**config.mk**
```make
export PLATFORM = sky130hd
export DESIGN_NAME = ato_top
export DESIGN_NICKNAME = d
export VERILOG_FILES = /design/src/logic/ato_pkg.sv /design/src/logic/ato_top.sv
export VERILOG_INCLUDE_DIRS = /design/src /design/src/logic
export SDC_FILE = /design/constraint.sdc
export NUM_CORES = 1
export LEC_CHECK = 0
export ABC_AREA = 1
export BUFFER_PORTS_ARGS = -buffer_cell sky130_fd_sc_hd__buf_4
export CAP_MARGIN = 20
export CORE_MARGIN = 1.5
export CORE_UTILIZATION = 45
export DETAILED_ROUTE_END_ITERATION = 10
export GPL_TIMING_DRIVEN = 1
export PLACE_DENSITY_LB_ADDON = 0.2
export SLEW_MARGIN = 20
export SYNTH_ARGS = -nofsm -noshare
export SYNTH_HDL_FRONTEND = slang
export SYNTH_SLANG_ARGS = --single-unit
```
**constraint.sdc**
```tcl
create_clock -name clk -period 2.16 [get_ports clk]
set_clock_uncertainty 0.2 [all_clocks]
set_input_delay 0 -clock clk [delete_from_list [all_inputs] [get_ports clk]]
set_output_delay 0 -clock clk [all_outputs]
set_load 0.01 [all_outputs]
```
**src/logic/ato_map.svh**
```systemverilog
`ifndef ATO_MAP_SVH
`define ATO_MAP_SVH

// Register byte offsets.
`define ATO_CTRL_OFS 4'h0
`define ATO_MODE_ONE_OFS 4'h4
`define ATO_MODE_FIVE_OFS 4'h8
`define ATO_STATUS_OFS 4'hC

// Field positions.
`define ATO_CTRL_DLL_OFF_BIT 0
`define ATO_CTRL_WR_TERM_BIT 1
`define ATO_NOM_LSB 8
`define ATO_PARK_LSB 6
`define ATO_ST_PIN_BIT 8
`define ATO_ST_WRT_BIT 9

// Reset values.
`define ATO_CTRL_RST 2'b01
`define ATO_CODE_RST 3'h0

// Clock period and window times in picoseconds.
`define ATO_CLK_PERIOD_PS 25000
`define ATO_ON_MIN_PS 1000
`define ATO_ON_MAX_PS 9000
`define ATO_OFF_MIN_PS 1000
`define ATO_OFF_MAX_PS 9000

// AXI response codes.
`define ATO_RESP_OKAY 2'b00
`define ATO_RESP_SLVERR 2'b10

`endif

```
**src/logic/ato_pkg.sv**
```systemverilog
`default_nettype none

package ato_pkg;

    // Phase of the termination switch.
    typedef enum logic [2:0] {
        ATO_PARK = 3'b000,
        ATO_ON_WAIT = 3'b001,
        ATO_ON_RAMP = 3'b010,
        ATO_NOMINAL = 3'b011,
        ATO_OFF_WAIT = 3'b100,
        ATO_OFF_RAMP = 3'b101
    } ato_phase_e;

    // Termination setting as applied to the pads.
    typedef struct packed {
        logic [2:0] code;
        logic moving;
        logic at_nominal;
    } ato_term_s;

endpackage : ato_pkg

`default_nettype wire

```
**src/logic/ato_top.sv**
```systemverilog
// What this block does
// Use asynchronous termination timing whenever the DLL is bypassed.
// Act on the termination pin directly, with no additive or parity latency.
// Switching follows only the turn-on and turn-off min/max windows.
// After pin sampled high, leave park no earlier than turn-on minimum.
// Reach nominal termination by the turn-on maximum.
// Turn-on bounds count from the edge sampling the pin high.
// After pin sampled low, leave nominal no earlier than turn-off minimum.
// Be back at park termination by the turn-off maximum.
// Write-triggered write termination is never performed with DLL bypassed.
// While the pin is low, apply the park termination value.
// Controller programs nominal strength in mode register one bits 10:8.
// Controller programs park strength in mode register five bits 8:6.
// Sample the pin on rising edges; windows start at the registered change.
`include "ato_map.svh"
`timescale 1ns/1ps
`default_nettype none

module ato_top #(
    parameter int CNT_W = 8
) (
    input wire logic clk,
    input wire logic nrst,
    input wire logic ce,
    input wire logic term_pin,
    input wire logic [3:0] s_axi_awaddr,
    input wire logic s_axi_awvalid,
    output logic s_axi_awready,
    input wire logic [31:0] s_axi_wdata,
    input wire logic [3:0] s_axi_wstrb,
    input wire logic s_axi_wvalid,
    output logic s_axi_wready,
    output logic [1:0] s_axi_bresp,
    output logic s_axi_bvalid,
    input wire logic s_axi_bready,
    input wire logic [3:0] s_axi_araddr,
    input wire logic s_axi_arvalid,
    output logic s_axi_arready,
    output logic [31:0] s_axi_rdata,
    output logic [1:0] s_axi_rresp,
    output logic s_axi_rvalid,
    input wire logic s_axi_rready,
    output ato_pkg::ato_term_s term_out
);

    // Window bounds in cycles: minimums round up, maximums round down, at least one.
    localparam int P = `ATO_CLK_PERIOD_PS;
    localparam int ON_MIN_RAW = (`ATO_ON_MIN_PS + P - 1) / P;
    localparam int ON_MAX_RAW = `ATO_ON_MAX_PS / P;
    localparam int OFF_MIN_RAW = (`ATO_OFF_MIN_PS + P - 1) / P;
    localparam int OFF_MAX_RAW = `ATO_OFF_MAX_PS / P;
    localparam logic [CNT_W-1:0] ON_MIN = CNT_W'((ON_MIN_RAW < 1) ? 1 : ON_MIN_RAW);
    localparam logic [CNT_W-1:0] ON_MAX = CNT_W'((ON_MAX_RAW < 1) ? 1 : ON_MAX_RAW);
    localparam logic [CNT_W-1:0] OFF_MIN = CNT_W'((OFF_MIN_RAW < 1) ? 1 : OFF_MIN_RAW);
    localparam logic [CNT_W-1:0] OFF_MAX = CNT_W'((OFF_MAX_RAW < 1) ? 1 : OFF_MAX_RAW);

    ////////////////////////////////////////////////////////////////////////////////
    // Register storage and bus state.

    logic [1:0] ctrl_reg;
    logic [2:0] nom_code_reg;
    logic [2:0] park_code_reg;
    logic [3:0] awaddr_reg;
    logic aw_held_reg;
    logic [31:0] wdata_reg;
    logic [3:0] wstrb_reg;
    logic w_held_reg;
    logic bvalid_reg;
    logic [1:0] bresp_reg;
    logic rvalid_reg;
    logic [31:0] rdata_reg;
    logic [1:0] rresp_reg;

    // Pin synchroniser and termination state.
    logic pin_meta_reg;
    logic pin_sync_reg;
    logic pin_last_reg;
    ato_pkg::ato_phase_e phase_reg;
    ato_pkg::ato_phase_e phase_next;
    logic [CNT_W-1:0] cnt_reg;
    logic [CNT_W-1:0] cnt_next;
    ato_pkg::ato_term_s term_reg;
    ato_pkg::ato_term_s term_next;

    // Address decode, used for both write and read channels.
    function automatic logic ofs_mapped(input logic [3:0] a);
        ofs_mapped = (a == `ATO_CTRL_OFS) || (a == `ATO_MODE_ONE_OFS) ||
                     (a == `ATO_MODE_FIVE_OFS) || (a == `ATO_STATUS_OFS);
    endfunction : ofs_mapped

    ////////////////////////////////////////////////////////////////////////////////
    // Write channel: address and data are held independently, then committed.

    wire aw_take = s_axi_awvalid && !aw_held_reg;
    wire w_take = s_axi_wvalid && !w_held_reg;
    wire wr_go = aw_held_reg && w_held_reg && !bvalid_reg;
    wire wr_ctrl = wr_go && (awaddr_reg == `ATO_CTRL_OFS) && wstrb_reg[0];
    wire wr_one = wr_go && (awaddr_reg == `ATO_MODE_ONE_OFS) && wstrb_reg[1];
    wire wr_five = wr_go && (awaddr_reg == `ATO_MODE_FIVE_OFS);
    wire [31:0] five_word = {23'h0, park_code_reg, 6'h00};
    wire [31:0] five_merge = {16'h0000, wstrb_reg[1] ? wdata_reg[15:8] : five_word[15:8],
                              wstrb_reg[0] ? wdata_reg[7:0] : five_word[7:0]};
    wire dll_off = ctrl_reg[`ATO_CTRL_DLL_OFF_BIT];

    // Read data mux; the status word reflects the live termination.
    wire [31:0] rd_word =
        (s_axi_araddr == `ATO_CTRL_OFS) ? {30'h0, ctrl_reg} :
        (s_axi_araddr == `ATO_MODE_ONE_OFS) ? {21'h0, nom_code_reg, 8'h00} :
        (s_axi_araddr == `ATO_MODE_FIVE_OFS) ? five_word :
        (s_axi_araddr == `ATO_STATUS_OFS) ?
            {22'h0, !dll_off && ctrl_reg[`ATO_CTRL_WR_TERM_BIT], pin_sync_reg,
             term_reg.at_nominal, term_reg.moving, phase_reg, term_reg.code} :
        32'h0000_0000;
    wire rd_take = s_axi_arvalid && !rvalid_reg;

    // Bus handshake flops.
    always_ff @(posedge clk or negedge nrst) begin
        if (!nrst) begin
            aw_held_reg <= 1'b0;
            w_held_reg <= 1'b0;
            awaddr_reg <= 4'h0;
            wdata_reg <= 32'h0000_0000;
            wstrb_reg <= 4'h0;
            bvalid_reg <= 1'b0;
            bresp_reg <= `ATO_RESP_OKAY;
            rvalid_reg <= 1'b0;
            rdata_reg <= 32'h0000_0000;
            rresp_reg <= `ATO_RESP_OKAY;
        end else if (ce) begin
            if (aw_take) begin
                aw_held_reg <= 1'b1;
                awaddr_reg <= s_axi_awaddr;
            end else if (wr_go) begin
                aw_held_reg <= 1'b0;
            end
            if (w_take) begin
                w_held_reg <= 1'b1;
                wdata_reg <= s_axi_wdata;
                wstrb_reg <= s_axi_wstrb;
            end else if (wr_go) begin
                w_held_reg <= 1'b0;
            end
            if (wr_go) begin
                bvalid_reg <= 1'b1;
                bresp_reg <= ofs_mapped(awaddr_reg) ? `ATO_RESP_OKAY : `ATO_RESP_SLVERR;
            end else if (s_axi_bready) begin
                bvalid_reg <= 1'b0;
            end
            if (rd_take) begin
                rvalid_reg <= 1'b1;
                rdata_reg <= rd_word;
                rresp_reg <= ofs_mapped(s_axi_araddr) ? `ATO_RESP_OKAY : `ATO_RESP_SLVERR;
            end else if (s_axi_rready) begin
                rvalid_reg <= 1'b0;
            end
        end
    end

    // Configuration registers written by the controller.
    always_ff @(posedge clk or negedge nrst) begin
        if (!nrst) begin
            ctrl_reg <= `ATO_CTRL_RST;
            nom_code_reg <= `ATO_CODE_RST;
            park_code_reg <= `ATO_CODE_RST;
        end else if (ce) begin
            if (wr_ctrl) begin
                ctrl_reg <= wdata_reg[1:0];
            end
            if (wr_one) begin
                nom_code_reg <= wdata_reg[`ATO_NOM_LSB +: 3];
            end
            if (wr_five) begin
                park_code_reg <= five_merge[`ATO_PARK_LSB +: 3];
            end
        end
    end

    ////////////////////////////////////////////////////////////////////////////////
    // Termination switch. The pin goes straight from the synchroniser into the
    // window logic; no latency pipeline stands in between.

    // Two-flop synchroniser, then one flop remembering the last registered level.
    always_ff @(posedge clk or negedge nrst) begin
        if (!nrst) begin
            pin_meta_reg <= 1'b0;
            pin_sync_reg <= 1'b0;
            pin_last_reg <= 1'b0;
        end else if (ce) begin
            pin_meta_reg <= term_pin;
            pin_sync_reg <= pin_meta_reg;
            pin_last_reg <= pin_sync_reg;
        end
    end

    wire rise = pin_sync_reg && !pin_last_reg;
    wire fall = !pin_sync_reg && pin_last_reg;
    wire [CNT_W-1:0] cnt_inc = (cnt_reg == {CNT_W{1'b1}}) ? cnt_reg : cnt_reg + CNT_W'(1);

    // Phase sequencing; a change of level restarts the opposite window at once.
    always_comb begin
        phase_next = phase_reg;
        cnt_next = cnt_inc;
        if (!dll_off) begin
            phase_next = ato_pkg::ATO_PARK;
        end else if (rise) begin
            phase_next = ato_pkg::ATO_ON_WAIT;
            cnt_next = {{(CNT_W-1){1'b0}}, 1'b1};
        end else if (fall) begin
            phase_next = ato_pkg::ATO_OFF_WAIT;
            cnt_next = {{(CNT_W-1){1'b0}}, 1'b1};
        end else begin
            unique case (phase_reg)
                ato_pkg::ATO_PARK: begin
                    phase_next = ato_pkg::ATO_PARK;
                end
                ato_pkg::ATO_ON_WAIT: begin
                    if (cnt_reg >= ON_MAX) begin
                        phase_next = ato_pkg::ATO_NOMINAL;
                    end else if (cnt_reg >= ON_MIN) begin
                        phase_next = ato_pkg::ATO_ON_RAMP;
                    end
                end
                ato_pkg::ATO_ON_RAMP: begin
                    if (cnt_reg >= ON_MAX) begin
                        phase_next = ato_pkg::ATO_NOMINAL;
                    end
                end
                ato_pkg::ATO_NOMINAL: begin
                    phase_next = ato_pkg::ATO_NOMINAL;
                end
                ato_pkg::ATO_OFF_WAIT: begin
                    if (cnt_reg >= OFF_MAX) begin
                        phase_next = ato_pkg::ATO_PARK;
                    end else if (cnt_reg >= OFF_MIN) begin
                        phase_next = ato_pkg::ATO_OFF_RAMP;
                    end
                end
                ato_pkg::ATO_OFF_RAMP: begin
                    if (cnt_reg >= OFF_MAX) begin
                        phase_next = ato_pkg::ATO_PARK;
                    end
                end
                default: begin
                    phase_next = ato_pkg::ATO_PARK;
                end
            endcase
        end
    end

    // Applied setting; write termination is never chosen here.
    wire nom_side = (phase_next == ato_pkg::ATO_ON_RAMP) ||
                    (phase_next == ato_pkg::ATO_NOMINAL) ||
                    (phase_next == ato_pkg::ATO_OFF_WAIT);
    wire ramp_next = (phase_next == ato_pkg::ATO_ON_RAMP) ||
                     (phase_next == ato_pkg::ATO_OFF_RAMP);
    assign term_next = {nom_side ? nom_code_reg : park_code_reg, ramp_next,
                        phase_next == ato_pkg::ATO_NOMINAL};

    // Phase, counter and output flops.
    always_ff @(posedge clk or negedge nrst) begin
        if (!nrst) begin
            phase_reg <= ato_pkg::ATO_PARK;
            cnt_reg <= '0;
            term_reg <= '0;
        end else if (ce) begin
            phase_reg <= phase_next;
            cnt_reg <= cnt_next;
            term_reg <= term_next;
        end
    end

    // Every output from a flop; the three ready outputs are inverted.
    assign s_axi_awready = !aw_held_reg;
    assign s_axi_wready = !w_held_reg;
    assign s_axi_bvalid = bvalid_reg;
    assign s_axi_bresp = bresp_reg;
    assign s_axi_arready = !rvalid_reg;
    assign s_axi_rvalid = rvalid_reg;
    assign s_axi_rdata = rdata_reg;
    assign s_axi_rresp = rresp_reg;
    assign term_out = term_reg;

endmodule : ato_top

`default_nettype wire

```
==> results.py, run 1 <==
metrics = {
    "placed_design": {
        "placed_cell_area_sq_um": 3180,
        "dp_slack_ns": 0.219,
        "gp_congestion": 0.823,
        "hpwl_mm": 3.94,
        "placed_cells": 440,
        "numPortBuffers": 48,
    },
    "clocking": {
        "clock_latency_ns": 0.33,
        "htree_num_levels": 3,
        "clkTransAtPathRegs_ns": 0.06,
        "cts-root-buf": "clkbuf_8",
        "clockBufferDepth": 2,
        "cts-buffers-inserted": 9,
        "clock_sinks": 57,
        "cts_tree": "yes",
        "post_cts_buffers": 0,
    },
    "critical_path": {
        "crit_fanout": 27,
        "critPathMaxStageDelay_ns": 0.56,
        "critical_path_class": "input port to flop",
        "critPathBufInv": 4,
        "critPathRequiredTime_ns": 2.17,
        "cpLargestDelayFamily": "buffers and inverters",
        "cpMaxStageDelayCell": "dlygate4sd3_1",
        "worstPathCellList": "dlygate4sd3_1 > buf_6 > nand2_1 > dlygate4sd3_1 > nand2_1 > nand2_1 > dlygate4sd3_1",
        "cp-start-kind": "input port",
        "cp-end-kind": "flop",
        "critPathArrivalTime_ns": 2.08,
    },
    "logic_synthesis": {
        "ys_ff_latch": 57,
        "synth_cell_types": 35,
        "yosysWarnings": 0,
        "ys_seq_area_frac": 0.503,
        "synth_cells": 323,
        "syn_avg_cell_area_sq_um": 8.79,
        "netlist_area_sq_um": 2840,
    },
    "cells_and_area": {
        "nets": 465,
        "syn2layout_area_growth_pct": 30.6,
        "fillers": 525,
        "final_cell_area_sq_um": 3710,
        "drive_above_1_share": 0.220,
        "largest_reg_flops": 11,
        "n_antenna_cell": 0,
        "fin_cells": 489,
    },
    "sta": {
        "relSlewSlack": 0.525,
        "finalSetupViolations": 0,
        "tns_ns": 0,
        "min_period_ns": 2.07,
        "finalHoldViolations": 0,
        "rsz0062_at_grt": "no",
        "max_slew.worst_pin.slew_ns": 0.713,
        "post-route-period-util": 0.958,
        "finalWorstSetupSlack_ns": 0.0903,
        "max_freq_mhz": 483,
        "drv_slew": 0,
    },
    "drt": {
        "postRouteAntennaNets": 0,
        "drt_first_pass_iters": 4,
        "drc": 0,
        "wl_per_cell_um": 11.7,
        "drt-initial-drc-count": 103,
        "vias": 2361,
        "vias_per_cell": 4.83,
        "wl_mm": 5.73,
    },
    "global_routing": {
        "grt_pass1_vias": 2273,
        "grt_overflow": 0,
        "track_usage": 0.197,
        "antenna_found_initial": 0,
        "grt_pass1_wl_mm": 10.0,
        "grt_max_degree": 58,
    },
    "floorplan": {
        "core_sq_um": 5990,
        "pin_count": 99,
        "dieArea_sq_um": 6790,
        "die_w_um": 82.4,
        "floorplan.rows": 28,
        "die_h_um": 82.4,
        "initial_core_util": 0.474,
    },
    "power_and_ir_drop": {
        "peakVddDrop_mv": 0.702,
        "p_leak_nw": 1.84,
        "p_per_area_nw_per_um2": 967,
    },
    "job": {
        "maxCapViolCount": 0,
    },
    "outcome": {
        "outcome": "finished, final reports clean",
    },
    "hold_path": {
        "hp-class": "input port to flop",
    },
}
[layout make-up]
cell class	instances	area, sq um	area share
Multi-Input combinational cell	220	1140	0.309
Clock buffer	14	183	0.0493
Inverter	39	146	0.0395
Clock inverter	2	10.0	0.00270
Tap cell	75	93.8	0.0253
Sequential cell	57	1430	0.385
Timing Repair Buffer	82	702	0.189
[per-layer routing]
layer  wire, um  track usage
met5          0            0
met4         99       0.0864
met3        275       0.0462
met2       2720        0.324
met1       2640        0.246
[timing repair]
item                                   in CTS  in global routing
setup endpoints to repair                   0                  4
hold buffers                               33                  0
gates resized for setup                     0                  4
endpoints found under the hold margin     102                  0
[path summary, 6_finish.rpt]
check	start	endpoint	slack [ns]	cells after the start
worst min-delay path	s_axi_araddr[0]	s_axi_rdata[3]	0.02	4
worst max register to register	term_out[2]	s_axi_rdata[0]	0.18	4
min in group asynchronous	nrst	s_axi_bresp[1]	0.04	2
worst max-delay path	ce	s_axi_rvalid	0.09	7
worst min register to register	pin_meta_reg	pin_meta_reg	0.28	2
max in group asynchronous	nrst	nom_code_reg[1]	1.22	2
[cell usage in the layout (no fill, tap or decap), types with 2 or more instances in the layout]
| cell | count |
|---|---|
| nor2_2 | 3 |
| dfrtp_1 | 56 |
| nand3_2 | 2 |
| a21oi_1 | 13 |
| nand2_1 | 71 |
| o22ai_1 | 5 |
| o21ai_0 | 13 |
| mux2_2 | 11 |
| dlygate4sd3_1 | 33 |
| conb_1 | 23 |
| nor2_1 | 26 |
| inv_1 | 34 |
| nor3_2 | 2 |
| inv_2 | 4 |
| buf_4 | 48 |
| nand3_1 | 17 |
| nand4_1 | 7 |
| o32ai_1 | 2 |
| clkinv_2 | 2 |
| a31oi_1 | 3 |
| ha_1 | 3 |
| nor3_1 | 6 |
| o31ai_1 | 4 |
| clkbuf_8 | 13 |
[metrics by stage]
step / utilization / total power, mW / hold slack [ns]
after floorplan: - / 2.27 / -0.496
after global placement: 0.531 / 2.55 / -0.0955
after detailed placement: 0.531 / 2.59 / -0.0946
after CTS: 0.618 / 3.61 / 0.00814
after global routing: 0.619 / 3.87 / 0.0774
final: 0.619 / 3.58 / 0.0159
[Yosys cell counts, drive strengths merged]
cell | count | area [sq um]
a21oi | 13 | 65.1
o22ai | 5 | 31.3
dfstp | 1 | 26.3
xor2 | 1 | 8.76
a31oi | 3 | 18.8
o31ai | 4 | 30.0
ha | 3 | 37.5
mux2 | 11 | 124
inv | 38 | 143
and3 | 1 | 6.26
o211ai | 1 | 7.51
conb | 1 | 3.75
buf | 26 | 190
nor3 | 8 | 50.1
nand4 | 8 | 56.3
nand2 | 72 | 278
clkinv | 1 | 3.75
dfrtp | 56 | 1400
nor2 | 30 | 128
o21ai | 15 | 86.3
o32ai | 2 | 17.5
nand3 | 19 | 105
clkbuf | 3 | 12.5
o21bai | 1 | 7.51
[cells by family (layout without fill, tap and decap cells)]
logic type,Yosys count,after routing,share of synthesized area
buf+inv,68,137,0.123
flops,57,57,0.503
other cells,1,23,0.00132
fa+ha+maj,3,3,0.0132
mux,11,11,0.0437
simple gates,138,138,0.220
xor+xnor,1,1,0.00309
compound gates,44,44,0.0930
[tightest hold or removal path, cell delays in order]
cell and delay [ns]:
buf_4 0.08, nor2_2 0.06, nand3_1 0.27, o31ai_1 0.10
[power by group]
part	leakage (nW)	switching (mW)	internal [mW]	total [mW]
clock	0.102	0.393	0.538	0.931
combinational	1.05	0.545	0.483	1.03
sequential	0.686	0.220	1.40	1.62
total	1.84	1.16	2.42	3.58
No activity file was read; power rests on OpenSTA's default activity.
==> inputs of run 2 (changes only) <==
Settings changed: CTS_BUF_LIST set to sky130_fd_sc_hd__clkbuf_8, GPL_TIMING_DRIVEN 1 to unset.
Clock period 2.16 ns to 2.3 ns, I/O delays scaled along.
==> run 2 against run 1 <==
Against the previous run: die area is the same; critical endpoint is now s_axi_rdata[1]; core utilization up 1.7 points; cell count up 1.2%.
==> results.py, run 2 (synthesis results as in run 1) <==
metrics = {
    "floorplan": {
        "core_sq_um": 5990,
        "floorplan.rows": 28,
        "die_h_um": 82.4,
        "die_w_um": 82.4,
        "dieArea_sq_um": 6790,
        "pin_count": 99,
        "initial_core_util": 0.474,
    },
    "job": {
        "maxCapViolCount": 0,
    },
    "drt": {
        "wl_mm": 5.85,
        "vias_per_cell": 4.77,
        "postRouteAntennaNets": 0,
        "drt-initial-drc-count": 83,
        "wl_per_cell_um": 11.8,
        "drt_first_pass_iters": 4,
        "drc": 0,
        "vias": 2362,
    },
    "hold_path": {
        "worstHoldStart": "ce",
        "hold_end": "s_axi_rdata[3]",
        "whs_path_depth": 3,
        "hp-class": "input port to flop",
    },
    "cells_and_area": {
        "drive_above_1_share": 0.210,
        "final_cell_area_sq_um": 3810,
        "nets": 471,
        "n_antenna_cell": 0,
        "final_core_util": 0.636,
        "final_cell_mix": "71 x nand2_1, 56 x dfrtp_1, 49 x buf_4",
        "fin_cells": 495,
        "final_common_cell": "nand2_1",
        "syn2layout_area_growth_pct": 34.2,
        "largest_reg_flops": 11,
    },
    "critical_path": {
        "critPathRequiredTime_ns": 2.37,
        "crit_path_frequent_cell": "dlygate4sd3_1",
        "critPathMaxStageDelay_ns": 0.59,
        "crit_fanout": 6,
        "reg2reg_depth": 6,
        "timing.rr.end": "awaddr_reg[3]",
        "reg2reg_from": "aw_held_reg",
        "r2r_slack_ns": 0.12,
        "cp-start-kind": "input port",
        "critical_path_class": "input port to flop",
        "critPathArrivalTime_ns": 2.26,
        "cpMaxStageDelayCell": "dlygate4sd3_1",
        "worstPathCellList": "dlygate4sd3_1 > buf_4 > nor2_2 > nand4_1 > dlygate4sd3_1 > a31oi_1 > dlygate4sd3_1",
        "cp-end-kind": "flop",
    },
    "sta": {
        "max_freq_mhz": 458,
        "relSlewSlack": 0.521,
        "finalHoldViolations": 0,
        "drv_slew": 0,
        "finalSetupViolations": 0,
        "min_period_ns": 2.19,
        "hold_ws_ns": 0.00286,
        "post-route-period-util": 0.950,
        "tns_ns": 0,
        "finalWorstSetupSlack_ns": 0.115,
        "max_slew.worst_pin.slew_ns": 0.718,
        "rsz0062_at_grt": "no",
    },
    "global_routing": {
        "grt_max_degree": 58,
        "grt_overflow": 0,
        "track_usage": 0.199,
        "grt_pass1_vias": 2271,
        "grt_pass1_wl_mm": 10.2,
        "antenna_found_initial": 0,
    },
    "placed_design": {
        "gp_congestion": 0.839,
        "placed_cells": 440,
        "dp_slack_ns": 0.353,
        "numPortBuffers": 48,
        "placed_cell_area_sq_um": 3180,
        "hpwl_mm": 3.93,
    },
    "clocking": {
        "clkTransAtPathRegs_ns": 0.06,
        "cts-buffers-inserted": 9,
        "htree_num_levels": 3,
        "clock_sinks": 57,
        "cts_tree": "yes",
        "clockBufferDepth": 2,
        "cts-root-buf": "clkbuf_8",
        "clock_latency_ns": 0.33,
    },
    "power_and_ir_drop": {
        "p_leak_nw": 1.89,
        "peakVddDrop_mv": 0.587,
        "p_total_mw": 3.60,
        "p_per_area_nw_per_um2": 946,
    },
    "outcome": {
        "outcome": "finished, final reports clean",
    },
}
[run 2: cell count changes in the layout (fill, tap and decap cells not counted), sizes merged]
cell,change
dlygate4sd3,+6
clkbuf,-2
inv,+2
bufinv,+2
clkinv,-2
[run 2: per-layer routing]
layer / global-route usage / routed length, um / vias to the layer above / share of wire
met5: 0 / 0 / - / 0
met4: 0.0695 / 79 / 0 / 0.014
met3: 0.0495 / 271 / 9 / 0.046
met2: 0.322 / 2700 / 63 / 0.46
met1: 0.257 / 2790 / 1103 / 0.48
li1: - / - / 1187 / -
[run 2: report_power, final]
part | switching (mW) | internal (mW) | total (mW)
Sequential | 0.212 | 1.32 | 1.53
Clock | 0.380 | 0.691 | 1.07
Combinational | 0.519 | 0.481 | 1.00
[run 2: area by class of cell]
class | count | area (sq um)
multi-input combinational | 220 | 1150
tap | 75 | 93.8
clock buffer | 12 | 165
fill | 508 | 2180
timing repair buffer | 88 | 758
inverter | 39 | 146
clock inverter | 4 | 67.6
sequential | 57 | 1430
[run 2: worst max-delay path by stage]
| stage | from | endpoint | slack, ns |
|---|---|---|---|
| 2_1_floorplan | cnt_reg[0] | term_out[2] | 0.57 |
| 3_3_place_gp | cnt_reg[0] | term_out[4] | 0.39 |
| 3_5_place_dp | cnt_reg[0] | term_out[4] | 0.35 |
| 4_1_cts | aw_held_reg | awaddr_reg[3] | 0.02 |
| 5_1_grt | aw_held_reg | awaddr_reg[3] | 0.006 |
| 6_report | s_axi_araddr[0] | s_axi_rdata[1] | 0.11 |
[run 2: timing repair]
action,4_1_cts,5_1_grt
resized for setup,0,1
hold buffers,38,1
setup buffers,0,0
hold endpoints to repair,101,1
endpoints found under the setup margin,0,1
[run 2: critical path: cells and delay by family]
kind	cells	cell delay, ns
simple gates	2	0.33
buf+inv	4	1.80
compound gates	1	0.12
